`config.mk`:
```
export PLATFORM = sky130hd
export DESIGN_NAME = reset_cause_status_logic
export DESIGN_NICKNAME = d
export VERILOG_FILES = /design/src/hdl/reset_pin_filter.v /design/src/hdl/reset_event_detect.v /design/src/hdl/reset_cause_status_logic.v
export VERILOG_INCLUDE_DIRS = /design/src /design/src/hdl
export SDC_FILE = /design/constraint.sdc
export NUM_CORES = 1
export LEC_CHECK = 0
export BUFFER_PORTS_ARGS = -buffer_cell sky130_fd_sc_hd__buf_2
export CORE_UTILIZATION = 60
export DETAILED_ROUTE_END_ITERATION = 8
export PLACE_DENSITY = 0.83
export SLEW_MARGIN = 20
export SYNTH_ARGS = -nofsm -noshare
export SYNTH_HDL_FRONTEND = slang
export SYNTH_SLANG_ARGS = --single-unit
export TNS_END_PERCENT = 1
```
`constraint.sdc`:
```
create_clock -name aclk -period 3 [get_ports aclk]
set_input_delay 0.15 -clock aclk [delete_from_list [all_inputs] [get_ports aclk]]
set_output_delay 0.15 -clock aclk [all_outputs]
set_load 0.02 [all_outputs]
```
`src/hdl/reset_cause_defines.vh`:
```
// Register offsets, field positions, reset values and timing counts of the reset cause logic
`ifndef RESET_CAUSE_DEFINES_VH
`define RESET_CAUSE_DEFINES_VH
`define ADDR_POWER_STATUS 5'h00
`define ADDR_CAUSE 5'h04
`define ADDR_IRQ_STATUS 5'h08
`define ADDR_IRQ_CLEAR 5'h0c
`define ADDR_IRQ_ENABLE 5'h10
`define ADDR_CONTROL 5'h14
`define ADDR_KEEP 5'h18
`define ADDR_SCRATCH 5'h1c
`define PS_BROWNOUT_BIT 0
`define PS_POWERON_BIT 1
`define ST_TIMEOUT_BIT 0
`define ST_POWERDOWN_BIT 1
`define CTRL_SLEEP_BIT 0
`define CTRL_KICK_BIT 1
`define CAUSE_POWERON 3'h0
`define CAUSE_PIN_RUN 3'h1
`define CAUSE_PIN_SLEEP 3'h2
`define CAUSE_WDOG_RUN 3'h3
`define CAUSE_WDOG_WAKE 3'h4
`define CAUSE_BROWNOUT 3'h5
`define SCRATCH_RESET 32'h00000000
`define PIN_FILTER_NS 2000
`define CLK_PERIOD_NS 40
`define PIN_FILTER_CYCLES ((`PIN_FILTER_NS + `CLK_PERIOD_NS - 1) / `CLK_PERIOD_NS)
`endif

```
`src/hdl/reset_pin_filter.v`:
```
// Glitch filter on the low-active external reset pin
`timescale 1ns/1ps
module reset_pin_filter #(
	parameter COUNT = 50
)(
	input wire aclk,
	input wire aresetn,
	input wire pin_n,
	output reg reset_req
);
	reg [15:0] low_count;
	always @(posedge aclk)
	begin
		if (!aresetn)
		begin
			low_count <= 16'h0000;
			reset_req <= 1'b0;
		end
		else if (pin_n)
		begin
			low_count <= 16'h0000;
			reset_req <= 1'b0;
		end
		else if (low_count == COUNT[15:0] - 16'h0001)
		begin
			reset_req <= 1'b1;
		end
		else
		begin
			low_count <= low_count + 16'h0001;
		end
	end
endmodule

```
`src/hdl/reset_event_detect.v`:
```
// Rising edge detector for the reset sources
`timescale 1ns/1ps
module reset_event_detect #(
	parameter WIDTH = 4
)(
	input wire aclk,
	input wire aresetn,
	input wire [WIDTH-1:0] level,
	output wire [WIDTH-1:0] pulse
);
	reg [WIDTH-1:0] last;
	always @(posedge aclk)
	begin
		if (!aresetn)
			last <= {WIDTH{1'b0}};
		else
			last <= level;
	end
	assign pulse = level & ~last;
endmodule

```
`src/hdl/reset_cause_status_logic.v`:
```
// Reset cause classification, power status flags and register bus of the reset block
`timescale 1ns/1ps
`include "reset_cause_defines.vh"
module reset_cause_status_logic #(
	parameter FILTER_CYCLES = `PIN_FILTER_CYCLES
)(
	input wire aclk,
	input wire aresetn,
	input wire [4:0] s_axi_awaddr,
	input wire s_axi_awvalid,
	output wire s_axi_awready,
	input wire [31:0] s_axi_wdata,
	input wire [3:0] s_axi_wstrb,
	input wire s_axi_wvalid,
	output wire s_axi_wready,
	output reg [1:0] s_axi_bresp,
	output reg s_axi_bvalid,
	input wire s_axi_bready,
	input wire [4:0] s_axi_araddr,
	input wire s_axi_arvalid,
	output wire s_axi_arready,
	output reg [31:0] s_axi_rdata,
	output reg [1:0] s_axi_rresp,
	output reg s_axi_rvalid,
	input wire s_axi_rready,
	input wire poweron_detect,
	input wire brownout_detect,
	input wire brownout_detect_enable,
	input wire watchdog_timeout,
	input wire external_reset_pin_in,
	output wire external_reset_pin_out,
	output wire external_reset_pin_oe,
	output reg core_reset,
	output reg core_resume,
	output wire irq
);
	reg brownout_flag;
	reg poweron_flag;
	reg timeout_flag;
	reg powerdown_flag;
	reg sleeping;
	reg [2:0] last_cause;
	reg [31:0] scratch;
	reg [31:0] keep;
	reg [5:0] irq_status;
	reg [5:0] irq_enable;
	reg aw_held;
	reg w_held;
	reg [4:0] aw_addr;
	reg [31:0] w_data;
	reg [3:0] w_strb;
	wire pin_reset;
	wire [3:0] src_pulse;
	wire ev_por;
	wire ev_bor;
	wire ev_pin;
	wire ev_wdt;
	reg [5:0] cause_onehot;
	reg [2:0] next_cause;
	reg any_event;
	wire do_write;
	wire [31:0] wmask;
	wire wr_power_status;
	wire wr_control;
	wire wr_scratch;
	wire wr_keep;
	wire wr_irq_enable;
	wire wr_irq_clear;

	function [31:0] strb_mask;
		input [3:0] strb;
		begin
			strb_mask = {{8{strb[3]}}, {8{strb[2]}}, {8{strb[1]}}, {8{strb[0]}}};
		end
	endfunction

	function is_addr;
		input [4:0] addr;
		input [4:0] reg_addr;
		begin
			is_addr = (addr[4:2] == reg_addr[4:2]);
		end
	endfunction

	reset_pin_filter #(
		.COUNT(FILTER_CYCLES)
	) u_filter (
		.aclk(aclk),
		.aresetn(aresetn),
		.pin_n(external_reset_pin_in),
		.reset_req(pin_reset)
	);

	reset_event_detect #(
		.WIDTH(4)
	) u_events (
		.aclk(aclk),
		.aresetn(aresetn),
		.level({watchdog_timeout, pin_reset, brownout_detect, poweron_detect}),
		.pulse(src_pulse)
	);

	assign ev_por = src_pulse[0];
	assign ev_bor = src_pulse[1] & ~ev_por;
	assign ev_pin = src_pulse[2] & ~ev_por & ~ev_bor;
	assign ev_wdt = src_pulse[3] & ~ev_por & ~ev_bor & ~ev_pin;

	// Watchdog never drives the pin; pad is input only
	assign external_reset_pin_out = 1'b0;
	assign external_reset_pin_oe = 1'b0;

	always @*
	begin
		next_cause = last_cause;
		cause_onehot = 6'h00;
		any_event = 1'b1;
		if (ev_por)
			next_cause = `CAUSE_POWERON;
		else if (ev_bor)
			next_cause = `CAUSE_BROWNOUT;
		else if (ev_pin && sleeping)
			next_cause = `CAUSE_PIN_SLEEP;
		else if (ev_pin)
			next_cause = `CAUSE_PIN_RUN;
		else if (ev_wdt && sleeping)
			next_cause = `CAUSE_WDOG_WAKE;
		else if (ev_wdt)
			next_cause = `CAUSE_WDOG_RUN;
		else
			any_event = 1'b0;
		if (any_event)
			cause_onehot[next_cause] = 1'b1;
	end

	assign s_axi_awready = ~aw_held;
	assign s_axi_wready = ~w_held;
	assign s_axi_arready = ~s_axi_rvalid;
	assign do_write = aw_held & w_held & ~s_axi_bvalid;
	assign wmask = strb_mask(w_strb);
	assign irq = |(irq_status & irq_enable);
	// Register write strobes, one per writable register
	assign wr_power_status = do_write & is_addr(aw_addr, `ADDR_POWER_STATUS) & w_strb[0];
	assign wr_control = do_write & is_addr(aw_addr, `ADDR_CONTROL) & w_strb[0];
	assign wr_scratch = do_write & is_addr(aw_addr, `ADDR_SCRATCH);
	assign wr_keep = do_write & is_addr(aw_addr, `ADDR_KEEP);
	assign wr_irq_enable = do_write & is_addr(aw_addr, `ADDR_IRQ_ENABLE) & w_strb[0];
	assign wr_irq_clear = do_write & is_addr(aw_addr, `ADDR_IRQ_CLEAR) & w_strb[0];

	always @(posedge aclk)
	begin
		if (!aresetn)
		begin
			aw_held <= 1'b0;
			w_held <= 1'b0;
			aw_addr <= 5'h00;
			w_data <= 32'h00000000;
			w_strb <= 4'h0;
			s_axi_bvalid <= 1'b0;
			s_axi_bresp <= 2'b00;
		end
		else
		begin
			if (s_axi_awvalid && !aw_held)
			begin
				aw_held <= 1'b1;
				aw_addr <= s_axi_awaddr;
			end
			if (s_axi_wvalid && !w_held)
			begin
				w_held <= 1'b1;
				w_data <= s_axi_wdata;
				w_strb <= s_axi_wstrb;
			end
			if (do_write)
			begin
				s_axi_bvalid <= 1'b1;
				s_axi_bresp <= (aw_addr > `ADDR_SCRATCH) ? 2'b10 : 2'b00;
			end
			if (s_axi_bvalid && s_axi_bready)
			begin
				s_axi_bvalid <= 1'b0;
				aw_held <= 1'b0;
				w_held <= 1'b0;
			end
		end
	end

	always @(posedge aclk)
	begin
		if (!aresetn)
		begin
			brownout_flag <= 1'b1;
			poweron_flag <= 1'b0;
			timeout_flag <= 1'b1;
			powerdown_flag <= 1'b1;
			sleeping <= 1'b0;
			last_cause <= `CAUSE_POWERON;
			scratch <= `SCRATCH_RESET;
			core_reset <= 1'b0;
			core_resume <= 1'b0;
		end
		else
		begin
			core_reset <= 1'b0;
			core_resume <= 1'b0;
			if (wr_power_status)
			begin
				brownout_flag <= w_data[`PS_BROWNOUT_BIT];
				poweron_flag <= w_data[`PS_POWERON_BIT];
			end
			if (wr_control)
			begin
				sleeping <= w_data[`CTRL_SLEEP_BIT];
				if (w_data[`CTRL_SLEEP_BIT])
				begin
					timeout_flag <= 1'b1;
					powerdown_flag <= 1'b0;
				end
				if (w_data[`CTRL_KICK_BIT])
				begin
					timeout_flag <= 1'b1;
					powerdown_flag <= 1'b1;
				end
			end
			if (wr_scratch)
				scratch <= (scratch & ~wmask) | (w_data & wmask);
			// Hardware reset events below win over any software write above
			if (any_event)
				last_cause <= next_cause;
			if (ev_por)
			begin
				poweron_flag <= 1'b0;
				brownout_flag <= brownout_detect_enable ? 1'b1 : brownout_flag;
				timeout_flag <= 1'b1;
				powerdown_flag <= 1'b1;
				sleeping <= 1'b0;
				scratch <= `SCRATCH_RESET;
				core_reset <= 1'b1;
			end
			else if (ev_bor)
			begin
				brownout_flag <= 1'b0;
				timeout_flag <= 1'b1;
				powerdown_flag <= 1'b1;
				sleeping <= 1'b0;
				scratch <= `SCRATCH_RESET;
				core_reset <= 1'b1;
			end
			else if (ev_pin)
			begin
				if (sleeping)
				begin
					timeout_flag <= 1'b1;
					powerdown_flag <= 1'b0;
				end
				sleeping <= 1'b0;
				scratch <= `SCRATCH_RESET;
				core_reset <= 1'b1;
			end
			else if (ev_wdt)
			begin
				timeout_flag <= 1'b0;
				powerdown_flag <= ~sleeping;
				sleeping <= 1'b0;
				if (sleeping)
					core_resume <= 1'b1;
				else
				begin
					scratch <= `SCRATCH_RESET;
					core_reset <= 1'b1;
				end
			end
		end
	end

	// Interrupt status: a new event wins over a clear in the same cycle
	always @(posedge aclk)
	begin
		if (!aresetn)
		begin
			irq_status <= 6'h00;
			irq_enable <= 6'h00;
		end
		else
		begin
			if (wr_irq_enable)
				irq_enable <= w_data[5:0];
			if (wr_irq_clear)
				irq_status <= (irq_status & ~w_data[5:0]) | cause_onehot;
			else
				irq_status <= irq_status | cause_onehot;
		end
	end

	// Keep register has no reset at all; only software writes it
	always @(posedge aclk)
	begin
		if (wr_keep)
			keep <= (keep & ~wmask) | (w_data & wmask);
	end

	always @(posedge aclk)
	begin
		if (!aresetn)
		begin
			s_axi_rvalid <= 1'b0;
			s_axi_rdata <= 32'h00000000;
			s_axi_rresp <= 2'b00;
		end
		else if (s_axi_rvalid)
		begin
			if (s_axi_rready)
				s_axi_rvalid <= 1'b0;
		end
		else if (s_axi_arvalid)
		begin
			s_axi_rvalid <= 1'b1;
			s_axi_rresp <= 2'b00;
			s_axi_rdata <= 32'h00000000;
			case (s_axi_araddr[4:2])
				3'h0: s_axi_rdata <= {30'h00000000, poweron_flag, brownout_flag};
				3'h1: s_axi_rdata <= {27'h0000000, powerdown_flag, timeout_flag, last_cause};
				3'h2: s_axi_rdata <= {26'h0000000, irq_status};
				3'h3: s_axi_rdata <= 32'h00000000;
				3'h4: s_axi_rdata <= {26'h0000000, irq_enable};
				3'h5: s_axi_rdata <= {31'h00000000, sleeping};
				3'h6: s_axi_rdata <= keep;
				3'h7: s_axi_rdata <= scratch;
				default: s_axi_rresp <= 2'b10;
			endcase
		end
	end
endmodule

```
; ---- Word level (Yosys, flattened, before mapping)
; Cells that the tools add are included.
[totals]
word_cells = 150
in_bits = 58
ff_bits = 186
out_inout_bits = 46
[op_classes]
n_eq_ne = 14
n_reduce_logical = 21
n_lt_le_gt_ge = 3
bitwise = 41
n_mux = 46
add_sub_neg = 1
[ops]
columns = op, count
row1 = $pmux W32 S8, 1
row2 = $and A32 B32 Y32, 3
row3 = $mux W32, 3
row4 = $or A32 B32 Y32, 2
row5 = $mux W1, 32
row6 = $not A32 Y32, 1
row7 = $eq A3 B3 Y1 const B, 8
row8 = $and A1 B1 Y1, 18
row9 = $mux W3, 6
row10 = $add A16 B1 Y16 const B, 1
row11 = $eq A16 B6 Y1 const B, 1
row12 = $and A6 B6 Y6, 2
row13 = $mux W6, 2
row14 = $or A6 B6 Y6, 2
row15 = $not A1 Y1, 10
row16 = $reduce_or A5 Y1, 2
row17 = $eq A3 B2 Y1 const B, 3
row18 = $logic_and A1 B1 Y1, 6
row19 = $logic_not A3 Y1, 2
row20 = $not A6 Y6, 1
row21 = $reduce_or A2 Y1, 3
row22 = $reduce_or A6 Y1, 1
row23 = $gt A5 B5 Y1 const B, 1
row24 = $and A4 B4 Y4, 1
row25 = other kinds (12), 14

; ---- Depth between registers and ports, before layout
[logic_depth]
ltp_word = 21
depth_mapped = 6

; ---- By module
; Synthesis repeated with hierarchy kept, for this count alone.
[unflattened]
cells_unflattened = 750
area_unflattened_um2 = 7312.0
[by_module_without_submodules]
columns = module, instances, seq_area_each_um2, area_each_um2, cells_each
row1 = reset_cause_status_logic, 1, 3603.5, 6316.1, 639
row2 = reset_pin_filter, 1, 340.3, 865.8, 99
row3 = reset_event_detect, 1, 80.1, 130.1, 12

; ---- Least setup slack after synthesis
; No wires, ideal clock.
[synth_path]
path_kind = register to register
start = register aw_addr[2]
end = register brownout_flag
setup_slack_ns = 1.271
setup_time_ns = 0.064
arrival_time_ns = 1.665
stages_incl_launch_ff = 6
required_ns = 2.936
cell_sequence = dfxtp_1 buf_6 nor3b_4 or3b_1 or4b_1 nand4_1
[synth_via]
elab_chain_len = 5
[synth_lines]
columns = element, line_no
row1 = start: declaration, reset_cause_status_logic.v:49  ; reg [4:0] aw_addr;
row2 = start signal: assignment, reset_cause_status_logic.v:166  ; aw_addr <= s_axi_awaddr;
row3 = $logic_not A3 Y1, reset_cause_status_logic.v:81  ; is_addr = (addr[4:2] == reg_addr[4:2]);
row4 = $and A1 B1 Y1 (2 in series), reset_cause_status_logic.v:142  ; assign wr_power_status = do_write & is_addr(aw_addr, `ADDR_POWER_STATUS) & w_strb[0];
row5 = $reduce_bool A3 Y1 (no source line), n/a
row6 = $reduce_and A2 Y1 (no source line), n/a
row7 = end signal: assignment, reset_cause_status_logic.v:208  ; brownout_flag <= w_data[`PS_BROWNOUT_BIT];
row8 = end signal: assignment, reset_cause_status_logic.v:233  ; brownout_flag <= brownout_detect_enable ? 1'b1 : brownout_flag;
row9 = end: declaration, reset_cause_status_logic.v:37  ; reg brownout_flag;
; No other way between the ends.
; A chain may end at the register's enable or synchronous reset.

; ---- Worst setup path in the final report
[layout_path]
start = register w_held
end = register scratch[11]
[layout_via]
elab_chain_len = 6
[layout_lines]
columns = element, line_no
row1 = start: declaration, reset_cause_status_logic.v:48  ; reg w_held;
row2 = start signal: assignment, reset_cause_status_logic.v:154  ; w_held <= 1'b0;
row3 = start signal: assignment, reset_cause_status_logic.v:170  ; w_held <= 1'b1;
row4 = start signal: assignment, reset_cause_status_logic.v:183  ; w_held <= 1'b0;
row5 = $and A1 B1 Y1 (*) (2 in series), reset_cause_status_logic.v:138  ; assign do_write = aw_held & w_held & ~s_axi_bvalid;
row6 = $and A1 B1 Y1 (*), reset_cause_status_logic.v:144  ; assign wr_scratch = do_write & is_addr(aw_addr, `ADDR_SCRATCH);
row7 = $mux W32 (*), reset_cause_status_logic.v:225  ; if (wr_scratch)
row8 = $mux W32, reset_cause_status_logic.v:265  ; if (sleeping)
row9 = $mux W32 (*), reset_cause_status_logic.v:260  ; else if (ev_wdt)
row10 = end signal: assignment, reset_cause_status_logic.v:226  ; scratch <= (scratch & ~wmask) | (w_data & wmask);
row11 = end signal: assignment, reset_cause_status_logic.v:257  ; scratch <= `SCRATCH_RESET;
row12 = end signal: assignment, reset_cause_status_logic.v:269  ; scratch <= `SCRATCH_RESET;
row13 = end: declaration, reset_cause_status_logic.v:43  ; reg [31:0] scratch;
; Every way passes the cells marked *; elsewhere a longest branch is shown, timed or not.

==> key figures <==
Route
  • Final wirelength: 17,800 µm
  • WL/cell: 17.3 µm
  • DR vias/cell: between 5 and 6
  • Starting DRC count in detailed routing: 453
  • Post-route ant nets: 0
  • Routed via count: 6,059
  • First-pass detailed-route iteration total: 5
  • Drt drc: 0

Clock network
  • Root buffer cell: clkbuf_16
  • H-tree depth: 4
  • CTS tree: done
  • Clock Tree Buf Depth: 2
  • Clk slew on worst S/H paths: about 0.07 ns
  • Post-CTS setup buffers: 0
  • Post_cts resized: 0
  • Worst skew pair latency: 0.43 ns
  • Num CTS Buffers: 17
  • Sink Count: 185

Timing
  • Tmin final: ~2.1 ns
  • Slew @ Worst Pin: 1.11 ns
  • Worst slew margin: 0.256
  • Max Transition Viols Final: 0
  • RSZ-0062 raised after global routing: no
  • Clock Skews: ~0.0095 ns
  • Final Hold Viols: 0
  • Final Cycle Share: 0.712
  • TNS Setup: 0 ns
  • FMAX: 468 MHz
  • # setup viols final: 0

GRT
  • Largest net degree at the start of global routing: 74
  • First-pass GRT wire length: about 28,000 µm
  • Number of global-route vias before repair: between 5,000 and 6,000
  • Initial antenna violation count: 0
  • GRT overflow: 0
  • Gr usage total: 0.284

Layout
  • Final-layout fill cell count: 801
  • Ratio of cells with drive above 1 in the final layout: 0.164
  • Ant diodes: 0
  • FF/Latch Area: 4020 µm²
  • Fin nets: around 900
  • End-of-flow core utilization: 0.742
  • Multi-input logic area: ~3100 µm²
  • Synth-to-layout area growth: 21.0%

Synthesis
  • Ys flop type: dfxtp_1
  • Post-Synthesis Cells: 746
  • Syn avg cell area: 9.84 µm²
  • Top cell type's share of synthesized area: 0.417
  • Synthesized flop and latch total: 185
  • Post-synth ARST share: 0
  • Syn. warnings: 0
  • Synth cell types: between 50 and 60
  • Leading area contributor after synthesis: dfxtp_1
  • Seq/Total Area, Yosys: 0.548
  • Post-synth top cells: dfxtp_1 (153), nand2_1 (102), nor2_1 (77)
  • Cell with the most instances after synthesis: dfxtp_1
  • Synth area leaders: dfxtp_1 (42%), edfxtp_1 (13%), mux2i_1 (5.3%)
  • Synthesized cell area: 7340 µm²
  • Post-synth EDFFs: 32

Setup path
  • CP Max Fanout: 12
  • Crit start category: flip-flop
  • WS Path Type: reg2reg
  • CP endpoint kind: flip-flop
  • CP required: 3.31 ns
  • Arr. time, crit path: 2.44 ns

Floorplan
  • Die height: 113 µm
  • DIE AREA: approximately 13,000 µm²
  • Top Ports: 104
  • Site Rows: 40
  • Starting Density: 0.614
  • Core ar.: roughly 12,000 µm²
  • Die X: 113 µm

Placement
  • Port bufs: 96
  • Gp weighted congestion: 0.874
  • Final HPWL DP: 11,000 µm

Power and ir drop
  • P_leak: about 3.5 nW
  • Worst VDD drop: 0.413 mV
  • Cell Pwr Density: 602 nW/µm²

Run status
  • Status: completed

Worst hold path
  • Hold Crit Class: in2reg

Job
  • Max-capacitance violation count: 0
[cell usage in the layout (no fill, tap or decap), types with 18 or more instances in the layout]
cell type / synthesis / final
o21ai_0: 26 / 26
nor3b_1: 30 / 30
a21boi_0: 46 / 46
a21oi_1: 18 / 18
dfxtp_1: 153 / 153
nand2_1: 102 / 102
buf_2: 2 / 96
clkbuf_16: 0 / 18
mux2i_1: 39 / 39
a221oi_1: 28 / 28
edfxtp_1: 32 / 32
nor2_1: 77 / 75
dlygate4sd3_1: 0 / 42
nand3_1: 18 / 18
[critical path, stage by stage, from the launching register on]
cell and delay (ns):
dfxtp_1 0.44, and4b_1 0.53, nand4_1 0.62, mux2i_1 0.37, nor2_1 0.06
[routing by layer]
metal	up-vias	part of all wire	global-route usage
met5	-	0	0
met3	42	0.071	0.0572
met2	284	0.49	0.481
li1	2877	-	-
met4	0	0.026	0.111
met1	2856	0.41	0.357
[cell families after synthesis]
logic type | Yosys count | share of synthesized area
buffers and inverters | 61 | 0.0351
muxes | 40 | 0.0563
other | 1 | 0.000511
AOI/OAI and AO/OA | 146 | 0.142
xor gates and xnor gates | 12 | 0.0143
and+or+nand+nor | 299 | 0.200
adders and majority gates | 2 | 0.00341
DFF | 185 | 0.548
[final cells by class]
class	count	share of cell area
Clock inverter	13	0.0135
Clock buffer	19	0.0523
Sequential cell	185	0.453
Timing Repair Buffer	145	0.107
Inverter	13	0.00550
Tap cell	147	0.0207
Multi-Input combinational cell	504	0.347
[repair_timing]
item	in CTS	in global routing
hold buffers	42	0
hold endpoints to repair	41	0
endpoints found under the setup margin	0	0
[metrics by stage]
stage / area [µm²] / std cells / hold WS, ns / setup WS (ns) / total power, mW
2_1_floorplan: 7350 / 750 / 0.260 / 1.27 / 2.98
3_3_place_gp: 7870 / 952 / 0.360 / 1.01 / 3.11
3_5_place_dp: 7870 / 952 / 0.364 / 0.922 / 3.13
4_1_cts: 8880 / 1026 / 0.000663 / 0.871 / 5.34
5_1_grt: 8880 / 1026 / 0.00198 / 0.736 / 5.51
6_report: 8880 / 1026 / 0.00310 / 0.864 / 5.34
[power breakdown]
part	switching (mW)	internal (mW)
Sequential	0.0663	2.60
Combinational	0.270	0.192
Clock	1.04	1.17
Total	1.37	3.97
[path summary, 6_finish.rpt]
| kind | start | to | slack (ns) | cells past startpoint |
|---|---|---|---|---|
| max | w_held | scratch[11] | 0.86 | 4 |
| min | s_axi_wdata[0] | w_data[0] | 0.003 | 3 |
| max reg2reg | w_held | scratch[11] | 0.86 | 4 |
| min reg2reg | w_data[20] | flip-flop | 0.47 | 0 |
(Power assumes the default switching activity.)
